<file path="src/rtl/desc_walker_pkg.sv">
package desc_walker_pkg;

	// ==========================================
	// Register map (byte addresses)
	localparam logic [7:0] CTL_ADDR = 8'h00;
	localparam logic [7:0] STS_ADDR = 8'h04;
	localparam logic [7:0] CFG_ADDR = 8'h08;
	localparam logic [7:0] DPTRL_ADDR = 8'h0c;
	localparam logic [7:0] DPTRH_ADDR = 8'h10;
	localparam logic [7:0] NPTRL_ADDR = 8'h14;
	localparam logic [7:0] NPTRH_ADDR = 8'h18;

	// ==========================================
	// Control, status and config bit positions
	localparam int CTL_RUN_BIT = 0;
	localparam int STS_HALT_BIT = 0;
	localparam int STS_FIN_BIT = 1;
	localparam int STS_CHAIN_BIT = 2;
	localparam int STS_ERR_BIT = 3;
	localparam int CFG_NSPL_BIT = 0;
	localparam int CFG_NSPH_BIT = 1;
	localparam int CFG_NCL_BIT = 2;
	localparam int CFG_NCH_BIT = 3;
	localparam int CFG_POL_LO = 4;

	// ==========================================
	// Descriptor layout
	localparam int DESC_WORDS = 8;
	localparam int DW_NEXT_LO = 6;
	localparam int DW_NEXT_HI = 7;
	localparam int DESCRIPTOR_STATUS_FIELD_LO = 27;
	localparam int IOF_BIT = 26;
	localparam int LST_BIT = 25;
	localparam logic [3:0] STS_BYTE_EN = 4'h8;
	localparam logic [1:0] DESCRIPTOR_STATUS_FIELD_UNPROC = 2'h0;
	localparam logic [1:0] DESCRIPTOR_STATUS_FIELD_DONE = 2'h1;
	localparam logic [1:0] DESCRIPTOR_STATUS_FIELD_ERROR = 2'h3;
	localparam logic [2:0] DW_ADDR_SHIFT = 3'h2;

	// Status check policy
	localparam logic [1:0] POL_PROCESS = 2'h0;
	localparam logic [1:0] POL_SKIP = 2'h1;
	localparam logic [1:0] POL_ABORT = 2'h2;

	typedef enum logic [5:0] {
		ST_IDLE = 6'h01,
		ST_FETCH = 6'h02,
		ST_WAIT = 6'h04,
		ST_EVAL = 6'h08,
		ST_WBACK = 6'h10,
		ST_NEXT = 6'h20
	} walk_e;

	// Memory request toward host memory
	typedef struct packed {
		logic valid;
		logic write;
		logic [63:0] addr;
		logic [31:0] data;
		logic [3:0] be;
	} mem_req_s;

	// Read data returning from host memory
	typedef struct packed {
		logic valid;
		logic [31:0] data;
	} mem_rsp_s;

endpackage

</file>
<file path="src/rtl/desc_walker.sv">
// Implementation choices: the placing of the registers and register access over Wishbone.
`timescale 1ns/1ns
// Behaviour
// - Processing starts only while error flag clear; setting run when idle starts it.
// - Non-zero low pointer write starts processing unless its disable bit is set.
// - Non-zero high pointer write starts processing unless its disable bit is set.
// - Low and high pointers form a 64-bit address; descriptor fetched there.
// - Any start sets the run bit.
// - Status write-back uses byte enables touching only byte 3 of word 0.
// - Non-zero next address after completion, last flag clear, fetches that descriptor.
// - Zero next address or last flag, without chaining, stops processing.
// - Halting sets halt flag and clears run.
// - Pointers keep last fetched descriptor; run again refetches it.
// - Non-zero status with process policy: descriptor handled normally.
// - Non-zero status with skip policy: no write-back, follow next fields.
// - Non-zero status with abort policy: abort and flag error.
// - Clean finish with interrupt-on-finish sets finished flag.
// - At list end with next-list non-zero: copy, zero, set chain, continue.
// - Next-list writes while running only update the value.
// - Non-zero next-list write while stopped and error clear performs chaining unless its disable bit is set.
// - Disable bits choose which next-list halves are tested for chaining.
// - Both disable bits set: never chain.
// - Status is bits 28:27 of word 0: 0 unprocessed, 1 done, 3 error.
// - Next address is words 6 (low) and 7 (high).
// - Interrupt-on-finish flag is bit 26 of word 0.
module desc_walker
	import desc_walker_pkg::*;
(
	input wire logic clk, // System clock
	input wire logic rst_n, // Async reset, active low
	input wire logic wb_cyc_i, // Wishbone cycle
	input wire logic wb_stb_i, // Wishbone strobe
	input wire logic wb_we_i, // Write enable
	input wire logic [7:0] wb_adr_i, // Byte address
	input wire logic [3:0] wb_sel_i, // Byte selects
	input wire logic [31:0] wb_dat_i, // Write data
	output logic [31:0] wb_dat_o, // Read data
	output logic wb_ack_o, // Acknowledge
	output logic wb_err_o, // Unmapped address
	output mem_req_s mem_req, // Request to host memory
	input wire logic mem_ready, // Memory accepts request
	input mem_rsp_s mem_rsp // Read data words, in order
);

	// ==========================================
	// State
	typedef struct packed {
		walk_e st;
		logic run;
		logic halt;
		logic fin;
		logic chain;
		logic err;
		logic [5:0] cfg;
		logic [31:0] dptr_lo;
		logic [31:0] dptr_hi;
		logic [31:0] nptr_lo;
		logic [31:0] nptr_hi;
		logic [2:0] cnt;
		logic [31:0] w0;
		logic [31:0] next_lo;
		logic [31:0] next_hi;
		logic ack;
		logic bus_err;
		logic [31:0] rdata;
		mem_req_s req;
	} state_s;

	state_s s_r, s_nxt;

	// Chain test per disable bits
	function automatic logic chain_ok(input logic ncl, input logic nch,
			input logic [31:0] lo, input logic [31:0] hi);
		chain_ok = ((!ncl) && (lo != '0)) || ((!nch) && (hi != '0));
	endfunction

	// Sel-masked write
	function automatic logic [31:0] merge(input logic [31:0] old, input logic [31:0] d, input logic [3:0] sel);
		logic [31:0] m;
		m = old;
		for (int i = 0; i < 4; i++) begin
			if (sel[i]) begin
				m[i*8 +: 8] = d[i*8 +: 8];
			end
		end
		merge = m;
	endfunction

	logic wr;
	logic rd;
	logic [31:0] wval;
	logic [1:0] pol;
	logic [1:0] descriptor_status_field;

	// Held request is not taken again in the cycle its answer stands
	assign wr = wb_cyc_i && wb_stb_i && wb_we_i && !s_r.ack && !s_r.bus_err;
	assign rd = wb_cyc_i && wb_stb_i && !wb_we_i && !s_r.ack && !s_r.bus_err;
	assign pol = s_r.cfg[CFG_POL_LO +: 2];
	assign descriptor_status_field = s_r.w0[DESCRIPTOR_STATUS_FIELD_LO +: 2];

	// ==========================================
	// Next state
	always_comb begin
		logic start;
		logic do_chain;
		start = 1'b0;
		do_chain = 1'b0;
		s_nxt = s_r;
		s_nxt.ack = 1'b0;
		s_nxt.bus_err = 1'b0;
		wval = '0;

		// Bus slave: answers one cycle after request
		if ((wr || rd) && !s_r.ack) begin
			s_nxt.ack = 1'b1;
			unique case (wb_adr_i)
				CTL_ADDR: s_nxt.rdata = {31'h0, s_r.run};
				STS_ADDR: s_nxt.rdata = {28'h0, s_r.err, s_r.chain, s_r.fin, s_r.halt};
				CFG_ADDR: s_nxt.rdata = {26'h0, s_r.cfg};
				DPTRL_ADDR: s_nxt.rdata = s_r.dptr_lo;
				DPTRH_ADDR: s_nxt.rdata = s_r.dptr_hi;
				NPTRL_ADDR: s_nxt.rdata = s_r.nptr_lo;
				NPTRH_ADDR: s_nxt.rdata = s_r.nptr_hi;
				default: begin
					s_nxt.ack = 1'b0;
					s_nxt.bus_err = 1'b1;
					s_nxt.rdata = '0;
				end
			endcase
		end

		if (wr) begin
			unique case (wb_adr_i)
				CTL_ADDR: begin
					wval = merge({31'h0, s_r.run}, wb_dat_i, wb_sel_i);
					if (wval[CTL_RUN_BIT] && !s_r.run) begin
						start = 1'b1;
					end
				end
				STS_ADDR: begin
					// Write one to clear
					wval = merge('0, wb_dat_i, wb_sel_i);
					s_nxt.halt = s_r.halt & ~wval[STS_HALT_BIT];
					s_nxt.fin = s_r.fin & ~wval[STS_FIN_BIT];
					s_nxt.chain = s_r.chain & ~wval[STS_CHAIN_BIT];
					s_nxt.err = s_r.err & ~wval[STS_ERR_BIT];
				end
				CFG_ADDR: begin
					wval = merge({26'h0, s_r.cfg}, wb_dat_i, wb_sel_i);
					s_nxt.cfg = wval[5:0];
				end
				DPTRL_ADDR: begin
					wval = merge(s_r.dptr_lo, wb_dat_i, wb_sel_i);
					s_nxt.dptr_lo = wval;
					if (wval != '0 && !s_r.cfg[CFG_NSPL_BIT]) begin
						start = 1'b1;
					end
				end
				DPTRH_ADDR: begin
					wval = merge(s_r.dptr_hi, wb_dat_i, wb_sel_i);
					s_nxt.dptr_hi = wval;
					if (wval != '0 && !s_r.cfg[CFG_NSPH_BIT]) begin
						start = 1'b1;
					end
				end
				NPTRL_ADDR: begin
					wval = merge(s_r.nptr_lo, wb_dat_i, wb_sel_i);
					s_nxt.nptr_lo = wval;
					if (!s_r.run && !s_r.err && wval != '0 && !s_r.cfg[CFG_NCL_BIT]) begin
						do_chain = 1'b1;
					end
				end
				NPTRH_ADDR: begin
					wval = merge(s_r.nptr_hi, wb_dat_i, wb_sel_i);
					s_nxt.nptr_hi = wval;
					if (!s_r.run && !s_r.err && wval != '0 && !s_r.cfg[CFG_NCH_BIT]) begin
						do_chain = 1'b1;
					end
				end
				default: begin
				end
			endcase
		end

		// Software chaining while stopped
		if (do_chain) begin
			s_nxt.dptr_lo = s_nxt.nptr_lo;
			s_nxt.dptr_hi = s_nxt.nptr_hi;
			s_nxt.nptr_lo = '0;
			s_nxt.nptr_hi = '0;
			s_nxt.chain = 1'b1;
			start = 1'b1;
		end

		// Start only from idle with error clear
		if (start && s_r.st == ST_IDLE && !s_r.err) begin
			s_nxt.run = 1'b1;
			s_nxt.halt = 1'b0;
			s_nxt.st = ST_FETCH;
		end

		// Descriptor walk
		unique case (s_r.st)
			ST_IDLE: begin
			end
			ST_FETCH: begin
				// Burst read of the whole descriptor at the 64-bit pointer
				s_nxt.req.valid = 1'b1;
				s_nxt.req.write = 1'b0;
				s_nxt.req.addr = {s_r.dptr_hi, s_r.dptr_lo};
				s_nxt.req.be = '1;
				s_nxt.req.data = '0;
				s_nxt.cnt = '0;
				if (s_r.req.valid && mem_ready) begin
					s_nxt.req.valid = 1'b0;
					s_nxt.st = ST_WAIT;
				end
			end
			ST_WAIT: begin
				if (mem_rsp.valid) begin
					s_nxt.cnt = s_r.cnt + 3'h1;
					if (s_r.cnt == 3'h0) begin
						s_nxt.w0 = mem_rsp.data;
					end
					if (s_r.cnt == 3'(DW_NEXT_LO)) begin
						s_nxt.next_lo = mem_rsp.data;
					end
					if (s_r.cnt == 3'(DW_NEXT_HI)) begin
						s_nxt.next_hi = mem_rsp.data;
						s_nxt.st = ST_EVAL;
					end
				end
			end
			ST_EVAL: begin
				if (descriptor_status_field != DESCRIPTOR_STATUS_FIELD_UNPROC && pol == POL_SKIP) begin
					// Skipped descriptor: follow its next fields directly
					s_nxt.dptr_lo = s_r.next_lo;
					s_nxt.dptr_hi = s_r.next_hi;
					s_nxt.st = ST_FETCH;
				end else if (descriptor_status_field != DESCRIPTOR_STATUS_FIELD_UNPROC && pol == POL_ABORT) begin
					s_nxt.err = 1'b1;
					s_nxt.run = 1'b0;
					s_nxt.st = ST_IDLE;
				end else begin
					s_nxt.st = ST_WBACK;
				end
			end
			ST_WBACK: begin
				// Only the top byte of word 0 is written
				s_nxt.req.valid = 1'b1;
				s_nxt.req.write = 1'b1;
				s_nxt.req.addr = {s_r.dptr_hi, s_r.dptr_lo};
				s_nxt.req.be = STS_BYTE_EN;
				// Whole top byte is written, so its other bits keep their fetched value
				s_nxt.req.data = {s_r.w0[31:29], DESCRIPTOR_STATUS_FIELD_DONE, s_r.w0[26:0]};
				if (s_r.req.valid && mem_ready) begin
					s_nxt.req.valid = 1'b0;
					if (s_r.w0[IOF_BIT]) begin
						s_nxt.fin = 1'b1;
					end
					s_nxt.st = ST_NEXT;
				end
			end
			ST_NEXT: begin
				if ({s_r.next_hi, s_r.next_lo} != '0 && !s_r.w0[LST_BIT]) begin
					s_nxt.dptr_lo = s_r.next_lo;
					s_nxt.dptr_hi = s_r.next_hi;
					s_nxt.st = ST_FETCH;
				end else if (chain_ok(s_r.cfg[CFG_NCL_BIT], s_r.cfg[CFG_NCH_BIT], s_nxt.nptr_lo, s_nxt.nptr_hi)) begin
					s_nxt.dptr_lo = s_nxt.nptr_lo;
					s_nxt.dptr_hi = s_nxt.nptr_hi;
					s_nxt.nptr_lo = '0;
					s_nxt.nptr_hi = '0;
					s_nxt.chain = 1'b1;
					s_nxt.st = ST_FETCH;
				end else begin
					s_nxt.halt = 1'b1;
					s_nxt.run = 1'b0;
					s_nxt.st = ST_IDLE;
				end
			end
			default: begin
				s_nxt.st = ST_IDLE;
			end
		endcase
	end

	// ==========================================
	// Register
	always_ff @(posedge clk or negedge rst_n) begin
		if (!rst_n) begin
			s_r <= '{st: ST_IDLE, default: '0};
		end else begin
			s_r <= s_nxt;
		end
	end

	assign wb_ack_o = s_r.ack;
	assign wb_err_o = s_r.bus_err;
	assign wb_dat_o = s_r.rdata;
	assign mem_req = s_r.req;

endmodule

</file>
<file path="config.mk">
export PLATFORM = sky130hd
export DESIGN_NAME = desc_walker
export DESIGN_NICKNAME = d
export VERILOG_FILES = /design/src/rtl/desc_walker_pkg.sv /design/src/rtl/desc_walker.sv
export SDC_FILE = /design/constraint.sdc
export NUM_CORES = 1
export LEC_CHECK = 0
export ABC_AREA = 1
export BUFFER_PORTS_ARGS = -buffer_cell sky130_fd_sc_hd__buf_2
export CAP_MARGIN = 25
export CELL_PAD_IN_SITES_DETAIL_PLACEMENT = 0
export CELL_PAD_IN_SITES_GLOBAL_PLACEMENT = 1
export CORE_MARGIN = 1
export CORE_UTILIZATION = 39
export DETAILED_ROUTE_END_ITERATION = 8
export PLACE_DENSITY = 0.85
export SYNTH_ARGS = -nofsm -noshare
export SYNTH_HDL_FRONTEND = slang
export SYNTH_SLANG_ARGS = --single-unit
</file>
<file path="constraint.sdc">
create_clock -name clk -period 2.5 [get_ports clk]
set_input_delay 0.25 -clock clk [delete_from_list [all_inputs] [get_ports clk]]
set_output_delay 0.25 -clock clk [all_outputs]
set_load 0.05 [all_outputs]
</file>
==> flow_summary.ini <==
[run_status]
status = finished, violations left
violations = negative setup slack

[place]
hpwl_um = 69700
dp_cells = 4517
dpl_cell_area_um2 = 27900
gp_congestion = 1.01
io_buffer_count = 217

[setup_path]
cp.required_ps = 2980
cp-end-kind = flip-flop
arrival_ps = 3620
r2r_end = s_r[324]$_DFF_PN0_
crit_path_max_fanout = 10
r2r-start = wb_err_o$_DFF_PN0_
path_class = flip-flop to flip-flop
setup.worst_path.start_class = flip-flop
reg2reg_setup_slack_ps = -640
ff2ff_path_depth = 24

[cells_and_area]
final_cell_area_um2 = 30700
seq_area_um2 = 9410
fill_cells = 5529
layout-drive-gt1-share_pct = 27.8
nNetsFinal = 3952
final_core_util_pct = 54.1
n_antenna_cell = 0
syn2layout_area_growth_pct = 36.5
instances_no_fill = 4653
multi_input_area_um2 = 10800

[synth]
synthArstFlopShare_pct = 100
ys_types = 44
synth_edf_count = 0
yosysTopAreaCell = dfrtp_1
syn_nets = 3326
synth_seq_cells = 376
synthDominantCellAreaShare_pct = 41.8
yosysSeqAreaShare_pct = 41.9
syn_inst = 3239
synth-adder-area-share_pct = 0.223
synth-compound-area-share_pct = 15.1
ys_warn_count = 0
synth_area_um2 = 22500
muxShareOfSynthArea_pct = 0.301
yosys.area_share.simple_pct = 30.1
synth-xor-area-share_pct = 0
synth_top_family_by_area = simple AND/OR/NAND/NOR gates
post_synth.cell_area_avg_um2 = 6.94
yosys_most_used_dff = dfrtp_1
synthTopCellsByArea = dfrtp_1 42%, nand2_1 18%, o21ai_0 7.5%

[global_route]
use_met3_pct = 8.13
top_usage_layer = met1
overflow = 0
grt_max_degree = 83
use_met1_pct = 47.6
grt_util_all_layers_pct = 30.9
grt_pass1_wl_um = 138000
antenna_found_initial = 0
use_met2_pct = 42.3
grt_pass1_vias = 21900

[sta]
max_freq_mhz = 319
rsz0062_at_grt = true
maxSlewHeadroom_pct = 46.7
finalCritPeriodShare_pct = 125
report.final.hold_viol_count = 0
period_needed_ps = 3140
worstMarginPinSlew_ps = 792
fin_ws_ps = -635
setup_viol = 133
slew_viol_final = 0
worst_clock_skew_ps = 21.3

[power]
p_sw_share_pct = 24.3
power.density_nw_per_um2 = 455
vdd_ir_drop_max_v = 0.000384
pwr-share-comb_pct = 7.1
p_int_mw = 10.6
p_clk_share_pct = 49.0
power.leakage_nw = 16.7
power.switching_mw = 3.39
p_seq_share_pct = 43.9

[detailed_routing]
finalWirelength_um = 92700
avgViaCountPerCell = 5.16
drc = 0
route.vias.total = 24000
first_pass_iters = 6
wl_per_cell_um = 19.9
first_iter_violations = 2993
antenna_left = 0

[clock_tree]
clock_sinks = 376
worstSkewPairLatency_ps = 590
root_buffer = clkbuf_16
cts_made_buffers = 45
clk_pin_slew_ps = 60
htreeDepth = 2
cts_tree = done
clock_path_buffers = 3

[floorplanning]
die_h_um = 242
ios = 219
fp.coreArea_um2 = 56700
die_area_um2 = 58600
start_util_pct = 39.6
num_rows = 87
fp.dieW_um = 242

[min_path]
hold_path_class = input port to flip-flop
hold_end = s_r[198]$_DFFE_PN0P_
hold_start = mem_rsp[30]
whs_path_depth = 3

[flow_run]
cap_viol_max_count = 0
[worst max path at each step]
stage	startpoint	to	slack, ps	cells past startpoint
2_1_floorplan	wb_err_o$_DFF_PN0_	s_r[321]$_DFF_PN0_	-180	21
3_3_place_gp	wb_sel_i[0]	s_r[359]$_DFF_PN0_	-970	25
3_5_place_dp	wb_adr_i[1]	s_r[303]$_DFF_PN0_	-980	23
4_1_cts	wb_ack_o$_DFF_PN0_	s_r[355]$_DFF_PN0_	-560	23
5_1_grt	wb_err_o$_DFF_PN0_	s_r[311]$_DFF_PN0_	-820	23
6_report	wb_err_o$_DFF_PN0_	s_r[324]$_DFF_PN0_	-640	24
[power groups by stage]
stage	Combinational (mW)	Sequential, mW	Clock, mW
2_1_floorplan	0.307	6.23	0
3_3_place_gp	0.918	6.23	0
3_5_place_dp	0.910	6.23	0
4_1_cts	0.976	6.12	6.95
5_1_grt	1.07	6.12	7.21
6_report	0.988	6.13	6.85
[flip-flops by register name, indices dropped and copies added, names as in the netlist]
register and count:
mem_req 98, s_r 240, wb_ack_o 1, wb_dat_o 32
wb_err_o 1, pol 2, descriptor_status_field 2
[cells in the mapped netlist (2+ instances only)]
cell type and number:
a221oi_1 7, nand3_1 195, buf_4 142, nor3_1 24
nand2_1 1085, dfrtp_1 375, a21o_1 8, nor4_1 23
o31ai_1 4, clkinv_1 4, a21oi_1 39, a31oi_1 8
buf_2 42, ha_1 4, inv_2 17, o22ai_1 71
o21ai_0 339, mux2_2 6, nand2_2 2, o21ai_2 2
nand4_1 27, nor2_4 4, buf_6 7, a22o_1 37
buf_1 7, o211ai_1 21, nor2_1 316, o2111ai_1 4
inv_1 224, o21ai_1 52, o21a_1 3, clkbuf_1 128
[critical path: stages (launching register included)]
cell and delay [ps]:
dfrtp_2 400, nor2_2 110, nand3_2 80, inv_2 80, nand2_4 70, buf_6 120, nor2_4 160, inv_6 90
buf_6 140, buf_4 150, nand2_2 80, o21ai_4 90, o21ai_1 120, nand2_1 70, nor2_2 170, nand2_2 90
o21ai_4 240, buf_12 170, buf_4 120, buf_8 130, nand3_1 80, nand3_1 90, nand2_1 60, nand2_1 70
nand2_1 50
[metrics by stage]
| stage | TNS [ps] | power [mW] | hold slack, ps | worst slack (ps) |
|---|---|---|---|---|
| after CTS | -62640 | 14.0 | 0.335 | -565 |
| after global placement | -120300 | 7.15 | 136 | -968 |
| final | -69780 | 14.0 | 14.4 | -635 |
| after floorplan | -12920 | 6.54 | -45.6 | -185 |
| after global routing | -92500 | 14.4 | 25.6 | -820 |
| after detailed placement | -117850 | 7.14 | 137 | -983 |
[cells by family after synthesis]
| family | count (synthesis) |
|---|---|
| AOI/OAI and AO/OA | 600 |
| DFF | 376 |
| other | 1 |
| adders and majority gates | 4 |
| buffers and inverters | 572 |
| and+or+nand+nor | 1680 |
| muxes | 6 |
[routing by layer]
layer	wire [µm]	part of all wire, %	vias to the layer above
met2	36800	40	1191
li1	-	-	11600
met1	43200	47	11000
met5	0	0	-
met4	2400	2.6	0
met3	10200	11	127
[cells in the final DEF (no fill, tap or decap), types with 5 or more instances in the layout]
cell | synthesis | layout
inv_2 | 17 | 17
o21ai_0 | 339 | 315
o21ai_1 | 52 | 63
dfrtp_1 | 375 | 373
nand3_1 | 195 | 169
buf_6 | 7 | 7
mux2_2 | 6 | 6
nor2_4 | 4 | 15
nor3_2 | 0 | 10
nor2_1 | 316 | 281
clkinv_2 | 1 | 15
a21o_1 | 8 | 8
nand3_2 | 1 | 27
o22ai_1 | 71 | 71
clkbuf_16 | 0 | 49
buf_2 | 42 | 217
buf_4 | 142 | 595
buf_16 | 0 | 6
nand2_1 | 1085 | 1077
dlygate4sd3_1 | 0 | 32
buf_12 | 0 | 37
nor4_1 | 23 | 21
bufinv_16 | 0 | 6
a221oi_1 | 7 | 7
a22o_1 | 37 | 37
o21ai_4 | 0 | 7
nor2_2 | 0 | 24
a31oi_1 | 8 | 8
o21ai_2 | 2 | 8
a21oi_1 | 39 | 39
o211ai_1 | 21 | 21
nor3_1 | 24 | 14
buf_8 | 0 | 5
nand2_2 | 2 | 6
nand4_1 | 27 | 27
inv_1 | 224 | 221
[final cells by class]
| cell class | count | area share [%] |
|---|---|---|
| inverter | 246 | 3.06 |
| clock buffer | 53 | 3.93 |
| tap | 756 | 3.08 |
| multi-input combinational | 2291 | 35.1 |
| sequential | 376 | 30.7 |
| clock inverter | 26 | 1.02 |
| timing repair buffer | 905 | 23.2 |
[timing repair]
action                                  CTS  global route
cloned                                   10             3
hold endpoints to repair                445             0
endpoints found under the setup margin  133           133
gates resized for setup                 119            36
setup buffers                            11             1
pin swaps                                37            14
hold buffers                             32             0
No activity file was read; power rests on OpenSTA's default activity.
